===== config.mk =====
export PLATFORM = sky130hd
export DESIGN_NAME = sfp_power_reset_ctrl
export DESIGN_NICKNAME = d
export VERILOG_FILES = /design/src/pkg/sfp_pkg.sv /design/src/design/sfp_power_reset_ctrl.sv
export SDC_FILE = /design/constraint.sdc
export NUM_CORES = 1
export LEC_CHECK = 0
export ABC_AREA = 1
export BUFFER_PORTS_ARGS = -buffer_cell sky130_fd_sc_hd__clkbuf_2
export CORE_MARGIN = 10
export CORE_UTILIZATION = 23
export CTS_BUF_LIST = sky130_fd_sc_hd__clkbuf_2 sky130_fd_sc_hd__clkbuf_4 sky130_fd_sc_hd__clkbuf_8
export CTS_CLUSTER_SIZE = 24
export DETAILED_ROUTE_END_ITERATION = 12
export GPL_TIMING_DRIVEN = 0
export PLACE_DENSITY = 0.34
export SLEW_MARGIN = 20
export SYNTH_ARGS = -nofsm -noshare
export SYNTH_HDL_FRONTEND = slang
export SYNTH_SLANG_ARGS = --single-unit

===== constraint.sdc =====
create_clock -name ref_clk_i -period 1.8 [get_ports ref_clk_i]
set_input_delay 0.18 -clock ref_clk_i [delete_from_list [all_inputs] [get_ports ref_clk_i]]
set_output_delay 0.18 -clock ref_clk_i [all_outputs]
set_load 0.02 [all_outputs]

===== src/pkg/sfp_pkg.sv =====
/*
  Package for the flash power and cold-reset sequencer: timing figures,
  derived cycle counts and the sequencer state type.
  Assumes a 100 MHz time base on ref_clk_i.
*/
package sfp_pkg;

  // ---------------------------------------------------------------------------
  // Time base
  // ---------------------------------------------------------------------------
  localparam int unsigned CLK_PERIOD_NS = 10;

  // ---------------------------------------------------------------------------
  // Timing figures in their own units and derived cycle counts
  // ---------------------------------------------------------------------------
  localparam int unsigned POWER_UP_DELAY_US       = 300;
  localparam int unsigned RESTART_HOLD_TIME_NS    = 50;
  localparam int unsigned RESTART_SETUP_TIME_NS   = 50;
  localparam int unsigned RESTART_PULSE_WIDTH_NS  = 200;

  // The longest power-up time rounds down; least times round up.
  localparam int unsigned POWER_UP_CYCLES = (POWER_UP_DELAY_US * 1000) / CLK_PERIOD_NS;
  localparam int unsigned HOLD_CYCLES     =
    (RESTART_HOLD_TIME_NS + CLK_PERIOD_NS - 1) / CLK_PERIOD_NS;
  localparam int unsigned SETUP_CYCLES    =
    (RESTART_SETUP_TIME_NS + CLK_PERIOD_NS - 1) / CLK_PERIOD_NS;
  localparam int unsigned PULSE_CYCLES    =
    (RESTART_PULSE_WIDTH_NS + CLK_PERIOD_NS - 1) / CLK_PERIOD_NS;

  localparam int unsigned CNT_W = 16;

  // ---------------------------------------------------------------------------
  // Reset values
  // ---------------------------------------------------------------------------
  localparam logic RST_ACTIVE_MODE = 1'b0;
  localparam logic RST_WEL         = 1'b0;

  typedef enum logic [1:0] {
    SFP_ST_POR,
    SFP_ST_STANDBY,
    SFP_ST_ACTIVE
  } sfp_state_e;

endpackage


===== src/design/sfp_power_reset_ctrl.sv =====
/*
  Power-state and cold-reset sequencer of a serial flash.
  Assumes chip select, the lane-3 pin, the quad-enable bit and the busy flag
  are synchronous to ref_clk_i; resetn_i stands for the supply crossing its
  minimum operating level.
*/
// Summary of operation
// - Chip select low after initialisation means active power mode
// - Deselected stays active until pending work ends
// - Initialisation runs until power-up delay elapses
// - Lane-3 is reset when deselected long or quad off
// - Reset input ignored during initialisation
// - Power-up delay at most 300 microseconds
// - Initialisation ends in standby, write latch cleared
module sfp_power_reset_ctrl
  import sfp_pkg::*;
#(
  parameter int unsigned POWER_UP_CNT = sfp_pkg::POWER_UP_CYCLES,
  parameter int unsigned HOLD_CNT     = sfp_pkg::HOLD_CYCLES,
  parameter int unsigned SETUP_CNT    = sfp_pkg::SETUP_CYCLES,
  parameter int unsigned PULSE_CNT    = sfp_pkg::PULSE_CYCLES
) (
  input  wire logic ref_clk_i,
  input  wire logic resetn_i,
  input  wire logic chip_select_n_i,
  input  wire logic quad_lane3_pin_i,
  input  wire logic quad_enable_volatile_i,
  input  wire logic work_pending_i,
  output logic      init_busy_o,
  output logic      active_mode_o,
  output logic      standby_mode_o,
  output logic      lane3_is_reset_o,
  output logic      restart_req_o,
  output logic      write_enable_latch_clr_o,
  output logic      cmd_accept_o
);
  import sfp_pkg::*;

  // Counts that the counters cannot hold are refused at elaboration, and so is a
  // power-up count longer than the longest power-up delay allowed.
  if (POWER_UP_CNT < 1 || POWER_UP_CNT > POWER_UP_CYCLES || HOLD_CNT < 1 ||
      SETUP_CNT < 1 || PULSE_CNT < 1 || PULSE_CNT >= (1 << CNT_W) ||
      SETUP_CNT >= (1 << CNT_W) || HOLD_CNT >= (1 << CNT_W)) begin : g_bad_count
    $error("sfp_power_reset_ctrl: count parameter out of range");
  end

  // ---------------------------------------------------------------------------
  // Power state and initialisation timer
  // ---------------------------------------------------------------------------
  sfp_state_e       state_q, state_d;
  logic [CNT_W-1:0] por_cnt_q, por_cnt_d;
  logic             wel_clr_q, wel_clr_d;

  always_comb begin
    state_d   = state_q;
    por_cnt_d = por_cnt_q;
    wel_clr_d = 1'b0;
    case (state_q)
      SFP_ST_POR: begin
        // Lane-3 and chip select are not looked at here at all.
        if (por_cnt_q == CNT_W'(POWER_UP_CNT - 1)) begin
          state_d   = SFP_ST_STANDBY;
          wel_clr_d = 1'b1;
        end else begin
          por_cnt_d = por_cnt_q + 1'b1;
        end
      end
      SFP_ST_STANDBY: begin
        if (!chip_select_n_i) begin
          state_d = SFP_ST_ACTIVE;
        end
      end
      SFP_ST_ACTIVE: begin
        if (chip_select_n_i && !work_pending_i) begin
          state_d = SFP_ST_STANDBY;
        end
      end
      default: state_d = SFP_ST_POR;
    endcase
  end

  always_ff @(posedge ref_clk_i or negedge resetn_i) begin
    if (!resetn_i) begin
      state_q   <= SFP_ST_POR;
      por_cnt_q <= '0;
      wel_clr_q <= RST_WEL;
    end else begin
      state_q   <= state_d;
      por_cnt_q <= por_cnt_d;
      wel_clr_q <= wel_clr_d;
    end
  end

  // ---------------------------------------------------------------------------
  // Lane-3 reset function
  // ---------------------------------------------------------------------------
  // Deselect time and the high time of the pin are counted, saturating; the low time counts only up to the pulse width.
  logic [CNT_W-1:0] desel_cnt_q, desel_cnt_d;
  logic [CNT_W-1:0] high_cnt_q, high_cnt_d;
  logic [CNT_W-1:0] low_cnt_q, low_cnt_d;
  logic             armed_q, armed_d;
  logic             lane3_rst_q, lane3_rst_d;
  logic             req_q, req_d;
  logic             init_q, act_q, stby_q, acc_q;
  logic             in_por;

  assign in_por = (state_q == SFP_ST_POR);

  always_comb begin
    desel_cnt_d = desel_cnt_q;
    high_cnt_d  = high_cnt_q;
    low_cnt_d   = low_cnt_q;
    armed_d     = armed_q;
    req_d       = 1'b0;
    if (!chip_select_n_i) begin
      desel_cnt_d = '0;
    end else if (desel_cnt_q != '1) begin
      desel_cnt_d = desel_cnt_q + 1'b1;
    end
    lane3_rst_d = !quad_enable_volatile_i ||
                  (chip_select_n_i && desel_cnt_q >= CNT_W'(PULSE_CNT));
    if (in_por) begin
      high_cnt_d = '0;
      low_cnt_d  = '0;
      armed_d    = 1'b0;
    end else if (quad_lane3_pin_i) begin
      low_cnt_d = '0;
      if (high_cnt_q != '1) begin
        high_cnt_d = high_cnt_q + 1'b1;
      end
      // A restart needs the pin high for the setup time first.
      if (high_cnt_q >= CNT_W'(SETUP_CNT - 1)) begin
        armed_d = 1'b1;
      end
    end else begin
      high_cnt_d = '0;
      if (lane3_rst_q && armed_q) begin
        if (low_cnt_q == CNT_W'(PULSE_CNT - 1)) begin
          req_d   = 1'b1;
          armed_d = 1'b0;
        end else begin
          low_cnt_d = low_cnt_q + 1'b1;
        end
      end else begin
        low_cnt_d = '0;
      end
    end
  end

  always_ff @(posedge ref_clk_i or negedge resetn_i) begin
    if (!resetn_i) begin
      desel_cnt_q <= '0;
      high_cnt_q  <= '0;
      low_cnt_q   <= '0;
      armed_q     <= 1'b0;
      lane3_rst_q <= 1'b0;
      req_q       <= 1'b0;
      init_q      <= 1'b1;
      act_q       <= RST_ACTIVE_MODE;
      stby_q      <= 1'b0;
      acc_q       <= 1'b0;
    end else begin
      desel_cnt_q <= desel_cnt_d;
      high_cnt_q  <= high_cnt_d;
      low_cnt_q   <= low_cnt_d;
      armed_q     <= armed_d;
      lane3_rst_q <= lane3_rst_d;
      req_q       <= req_d;
      init_q      <= (state_d == SFP_ST_POR);
      act_q       <= (state_d == SFP_ST_ACTIVE);
      stby_q      <= (state_d == SFP_ST_STANDBY);
      // Commands are refused until the power-up delay has passed.
      acc_q       <= (state_d != SFP_ST_POR);
    end
  end

  assign init_busy_o              = init_q;
  assign active_mode_o            = act_q;
  assign standby_mode_o           = stby_q;
  assign lane3_is_reset_o         = lane3_rst_q;
  assign restart_req_o            = req_q;
  assign write_enable_latch_clr_o = wel_clr_q;
  assign cmd_accept_o             = acc_q;

  // ---------------------------------------------------------------------------
  // Assertions
  // ---------------------------------------------------------------------------
  property p_select_active;
    @(posedge ref_clk_i) disable iff (!resetn_i)
      (!init_q && !chip_select_n_i) |=> active_mode_o;
  endproperty
  a_select_active: assert property (p_select_active)
    else $error("Not active while selected.");

  property p_stay_active;
    @(posedge ref_clk_i) disable iff (!resetn_i)
      (active_mode_o && work_pending_i) |=> active_mode_o;
  endproperty
  a_stay_active: assert property (p_stay_active)
    else $error("Left active mode with work pending.");

  property p_to_standby;
    @(posedge ref_clk_i) disable iff (!resetn_i)
      (active_mode_o && chip_select_n_i && !work_pending_i) |=> standby_mode_o;
  endproperty
  a_to_standby: assert property (p_to_standby)
    else $error("No standby after work ended.");

  property p_init_len;
    @(posedge ref_clk_i) disable iff (!resetn_i)
      (init_busy_o && por_cnt_q < CNT_W'(POWER_UP_CNT - 1)) |=> init_busy_o;
  endproperty
  a_init_len: assert property (p_init_len)
    else $error("Initialisation ended early.");

  property p_init_end;
    @(posedge ref_clk_i) disable iff (!resetn_i)
      $fell(init_busy_o) |-> standby_mode_o && write_enable_latch_clr_o && cmd_accept_o;
  endproperty
  a_init_end: assert property (p_init_end)
    else $error("Initialisation did not end in standby with latch clear.");

  property p_no_restart_in_por;
    @(posedge ref_clk_i) disable iff (!resetn_i)
      init_busy_o |-> !restart_req_o;
  endproperty
  a_no_restart_in_por: assert property (p_no_restart_in_por)
    else $error("Restart during initialisation.");

  property p_lane3_quad_off;
    @(posedge ref_clk_i) disable iff (!resetn_i)
      !quad_enable_volatile_i |=> lane3_is_reset_o;
  endproperty
  a_lane3_quad_off: assert property (p_lane3_quad_off)
    else $error("Lane 3 not reset with quad mode off.");

  property p_lane3_selected;
    @(posedge ref_clk_i) disable iff (!resetn_i)
      (!chip_select_n_i && quad_enable_volatile_i) |=> !lane3_is_reset_o;
  endproperty
  a_lane3_selected: assert property (p_lane3_selected)
    else $error("Lane 3 taken as reset while selected in quad mode.");

  property p_restart_after_low;
    @(posedge ref_clk_i) disable iff (!resetn_i)
      restart_req_o |-> $past(!quad_lane3_pin_i) && !init_busy_o;
  endproperty
  a_restart_after_low: assert property (p_restart_after_low)
    else $error("Restart without low lane 3.");

  c_init_done: cover property (@(posedge ref_clk_i) disable iff (!resetn_i)
    $fell(init_busy_o));
  c_active: cover property (@(posedge ref_clk_i) disable iff (!resetn_i)
    $rose(active_mode_o));
  c_busy_hold: cover property (@(posedge ref_clk_i) disable iff (!resetn_i)
    active_mode_o && chip_select_n_i && work_pending_i);
  c_restart: cover property (@(posedge ref_clk_i) disable iff (!resetn_i)
    restart_req_o);

endmodule


* Word-level counts from Yosys, hierarchy flattened
Index checks and enable logic that the tools add are counted.
** Cells by class
- Muxes and demuxes :: 24
- Reduce and logical (&&, ||, !) cells :: 13
- Shift-type cells :: 0
- Multipliers :: 0
- Order comparisons :: 2
- Divide/modulo/power cells :: 0
- Add/sub/neg operators :: 4
- Eq/ne operators :: 12
- Bitwise gates (word level) :: 1
** Operators with widths (count)
- 2-to-1 mux 16 bit :: 9
- adder 16 x 1 -> 16 bit, second input constant :: 4
- inequality test 16 bit, second input constant :: 2
- == test 16 x 15 -> 1 bit, second input constant :: 1
- == test 16 x 5 -> 1 bit, second input constant :: 1
- greater-or-equal comparator 16 x 3 -> 1 bit, second input constant :: 1
- greater-or-equal comparator 16 x 5 -> 1 bit, second input constant :: 1
- 2-to-1 mux 1 bit :: 11
- 2-to-1 mux 2 bit :: 3
- inequality test 3 x 1 -> 1 bit, second input constant :: 2
- one-hot mux 2 bit (3 select lines) :: 1
- nonzero test 3 bit :: 2
- == test 2 x 1 -> 1 bit, second input constant :: 2
- == test 2 bit, second input constant :: 2
- zero test 2 bit :: 2
- inequality test 4 bit, second input constant :: 1
- logical AND 1 bit :: 3
- AND reduction 3 bit :: 1
- zero test 1 bit :: 2
- inequality test 2 x 1 -> 1 bit, second input constant :: 1
- AND reduction 2 bit :: 1
- nonzero test 2 bit :: 1
- logical OR 1 bit :: 1
- NOT 1 bit :: 1
** Word-level totals
- Memories kept :: 0
- ROM bits :: 0
- Bits in latches :: 0
- RAM bits :: 0
- Output and inout bits :: 7
- Register bits after elaboration :: 74

* Logic depth before layout (Yosys ltp)
- Word-level depth :: 5
- Gate-level depth with buffers :: 10
- Depth with buffers taken out :: 10

* Least setup slack after synthesis
OpenSTA, ideal clock, no wires.
- Kind :: reg2reg
- From :: reg por_cnt_q[0]
- To :: reg por_cnt_q[7]
- Setup slack :: 355 ps
- Buffers on the path :: 1
- Clock period less this slack :: 1445 ps
- Cell stages (with the launch flop) :: 10
- Required time :: 1684 ps
- Data arrival time :: 1329 ps
- Cell sequence :: dfrtp_1 ha_1 nand2_2 nor2_8 nand4_4 nor2_4 nor2_4 buf_6 nand2_1 nand2_1
** On the way
- Longest elaborated chain between the ends :: 3
- Elaborated cells between the ends (all ways) :: 4
- Those cells by class :: 1 x add/sub; 1 x eq/ne; 1 x bitwise; 1 x reduce/logical
** Ends and longest elaborated chain
- start: declaration :: RTL line sfp_power_reset_ctrl.sv:51 : logic [CNT_W-1:0] por_cnt_q, por_cnt_d;
- start signal: assignment :: RTL line sfp_power_reset_ctrl.sv:89 : por_cnt_q <= por_cnt_d;
- branches (longest 3 deep; another with adder 16 x 1 -> 16 bit)
Several ways; the timed one is not identified.
A chain may end at the register's enable or synchronous reset.

* Worst setup path after layout
- From :: reg por_cnt_q[1]
- To :: reg por_cnt_q[11]
The elaborated chain is that of the path after synthesis.

==> run metrics <==
status completed; reg-to-reg critical path endpoint por_cnt_q[11]; Hold Startpoint quad_lane3_pin_i; Slew HR a little under three fifths; #FFs+latches synth 74; sum of negative setup slack 0 ps; clock sink count 74; Reg clk slew, reported paths around 90 ps; Critical Path Slowest Stage Cell dfrtp_1; total die area 24800 µm²; WL met1 5390 µm; Worst Path Required between 2000 and 2500 ps; R2R depth 9; multi-input logic area ~2200 µm²; clk_skew 14.3 ps; crit path DAT around 1900 ps; Antenna Cells 0; reg2reg setup slack approximately 180 ps; Final Wtd Congestion around 0.77; Peak VDD IR 0.296 mV; placed cell count 854; Fillers 2085; synth unique cells 39; YS warnings 0; synth top area cells dfrtp_1, nand2_1, nor2_1; Num CTS Buffers 9; row cnt 50; Die Y-Extent 157 µm; layout cell share with drive strength beyond 1 9.87%; Max Slew Vio Count 0; non-filler cells, final 872; pin count of the biggest net entering global routing 75; RSZ-0062 raised after global routing false; final net count 645; first drt pass iteration count 4; worst setup path class register to register; Crit path largest cell delay 390 ps; die width 157 µm; global-route wire length before repair slightly below 20000 µm; cells after synthesis 609; metal3 WL approximately 260 µm; DR iter-0 viols 211; worst hold stages 2; final WL 11100 µm; highest routing layer actually used met4; CTS tree yes; H-tree depth reported by CTS 3; Vias 3795; Pwr Density around 900 nW/µm²; crit path launch type register; I/O pins 13; commonest cells in the netlist nand2_1, nor2_1, inv_1; Post-synth EDFFs 0; # DRC 0; Vias/cell 4.35; CORE AREA 18600 µm²; final number of hold-violating endpoints 0; sequential area share after synthesis 42.7%; antenna violations before repair 0; Avg WL per Cell ~13 µm; fraction of registers with async set/reset 100%; Worst Max-Slew Pin Slew 644 ps; met2 wire length 5230 µm; Total GRT Usage 9.76%; vias in the first global route 3876; FF-to-FF Start por_cnt_q[1]; Clock Path Buffers 2; Worst-Skew Late Latency 380 ps; grt ovf 0; Avg Inst Size Synth 7.13 µm²; # Max-Cap Violations 0; post-route ant nets 0; Synth top area share between 40% and 50%; synthesis-to-layout area growth 14.3%; synthesized net count 621; root buf cell clkbuf_8; Cell Chain, Critical Path ha_2 -> nand2_2 -> nor2_8 -> nand4_4 -> nor2_4 -> nor2_4 -> buf_6 -> nand2_1 -> nand2_1; Achievable Freq 0.617 GHz; Min Clock Period, post-route 1620 ps; postcts setup bufs 0; DP HPWL around 8000 µm; top_reg_cell synth dfrtp_1; endpoint class of the critical path register; Seq. cell area 1850 µm²; LEAKAGE 2.37 nW; crit-path max FO 10; Setup violations, final 0; Hold Crit Class input pin to register; Final period util 90.0%; mapped cell area 4340 µm²; Yosys top cell by area dfrtp_1; cell with the most instances after synthesis nand2_1; Buffers on Ports 11; Initial Util between 20% and 30%; Hold EP low_cnt_q[4]
[cells in the final DEF (no fill, tap or decap), drive strengths merged]
cell type	instances
ha	6
clkbuf	23
nand3	44
nand2	197
nor3	25
inv	80
o21a	1
o31ai	3
o21ai	25
dlygate4sd3	2
a21o	1
dfrtp	73
xnor2	1
a31oi	4
clkinv	4
o211ai	1
and3	2
nand4	15
a21oi	11
or2	4
dfstp	1
a22oi	1
o21bai	1
bufinv	2
buf	3
xor2	9
nor2	97
nor4	2
[logic make-up after synthesis]
group / count (synthesis) / synth area share [%]
AO/OA/AOI/OAI: 48 / 6.20
XOR/XNOR: 10 / 2.02
adder cells (fa/ha/maj): 6 / 1.73
buffers and inverters: 85 / 7.90
flip-flops: 74 / 42.7
AND/OR/NAND/NOR: 386 / 39.5
[report_power, final]
group	switching [mW]	internal [mW]	total, mW	leakage (nW)
clock network	0.719	0.801	1.52	0.114
registers	0.134	1.81	1.95	1.01
logic	0.683	0.308	0.991	1.25
total	1.54	2.92	4.46	2.37
[metal layers]
layer / up-vias / track usage [%]
met5: - / 0
met2: 30 / 16.1
met1: 1774 / 12.1
met4: 0 / 4.54
li1: 1974 / -
met3: 17 / 1.72
[metrics by stage]
stage          area [µm²]  power [mW]  hold WS, ps  utilization, %  setup slack, ps
6_report             4960        4.46          132            26.6              180
5_1_grt              4960        4.79          141            26.6             16.7
4_1_cts              4940        4.59          119            26.5             41.6
3_5_place_dp         4700        3.00          273            25.2            -9.67
3_3_place_gp         4690        2.99          346            25.1             -393
2_1_floorplan        4340        2.65         -116               -              355
[worst max-delay path by stage]
stage | start | endpoint | slack, ps | cells after the start
floorplan | por_cnt_q[0] | por_cnt_q[7] | 350 | 9
global placement | resetn_i | desel_cnt_q[13] | -390 | 1
detailed placement | high_cnt_q[1] | high_cnt_q[1] | -10 | 8
CTS | high_cnt_q[1] | high_cnt_q[3] | 40 | 8
global route | state_q[0] | high_cnt_q[9] | 20 | 8
finish | por_cnt_q[1] | por_cnt_q[11] | 180 | 9
[worst max-delay path: cells and delay by family (launching register included)]
family,cells,cell delay (ps)
and+or+nand+nor,7,720
DFF,1,390
adders and majority gates,1,250
buffers and inverters,1,150
[sequential cells by signal, indices dropped and copies added, names as in the netlist, 2 cells and up]
name and cells:
desel_cnt_q 16, high_cnt_q 16, low_cnt_q 16, por_cnt_q 16, state_q 2
[what timing repair did]
action,CTS,global route
hold buffers,2,0
hold endpoints to repair,74,0
setup endpoints to repair,2,13
gates resized for setup,1,5
[final cells by class]
| type | instances | area share [%] |
|---|---|---|
| multi-input cells | 450 | 43.7 |
| well taps | 234 | 5.90 |
| clock buffers | 10 | 2.65 |
| inverters | 80 | 6.15 |
| clock inverters | 6 | 1.84 |
| plain buffers | 5 | 0.756 |
| flip-flops and latches | 74 | 37.3 |
| repair buffers | 13 | 1.69 |
(Power assumes the default switching activity.)
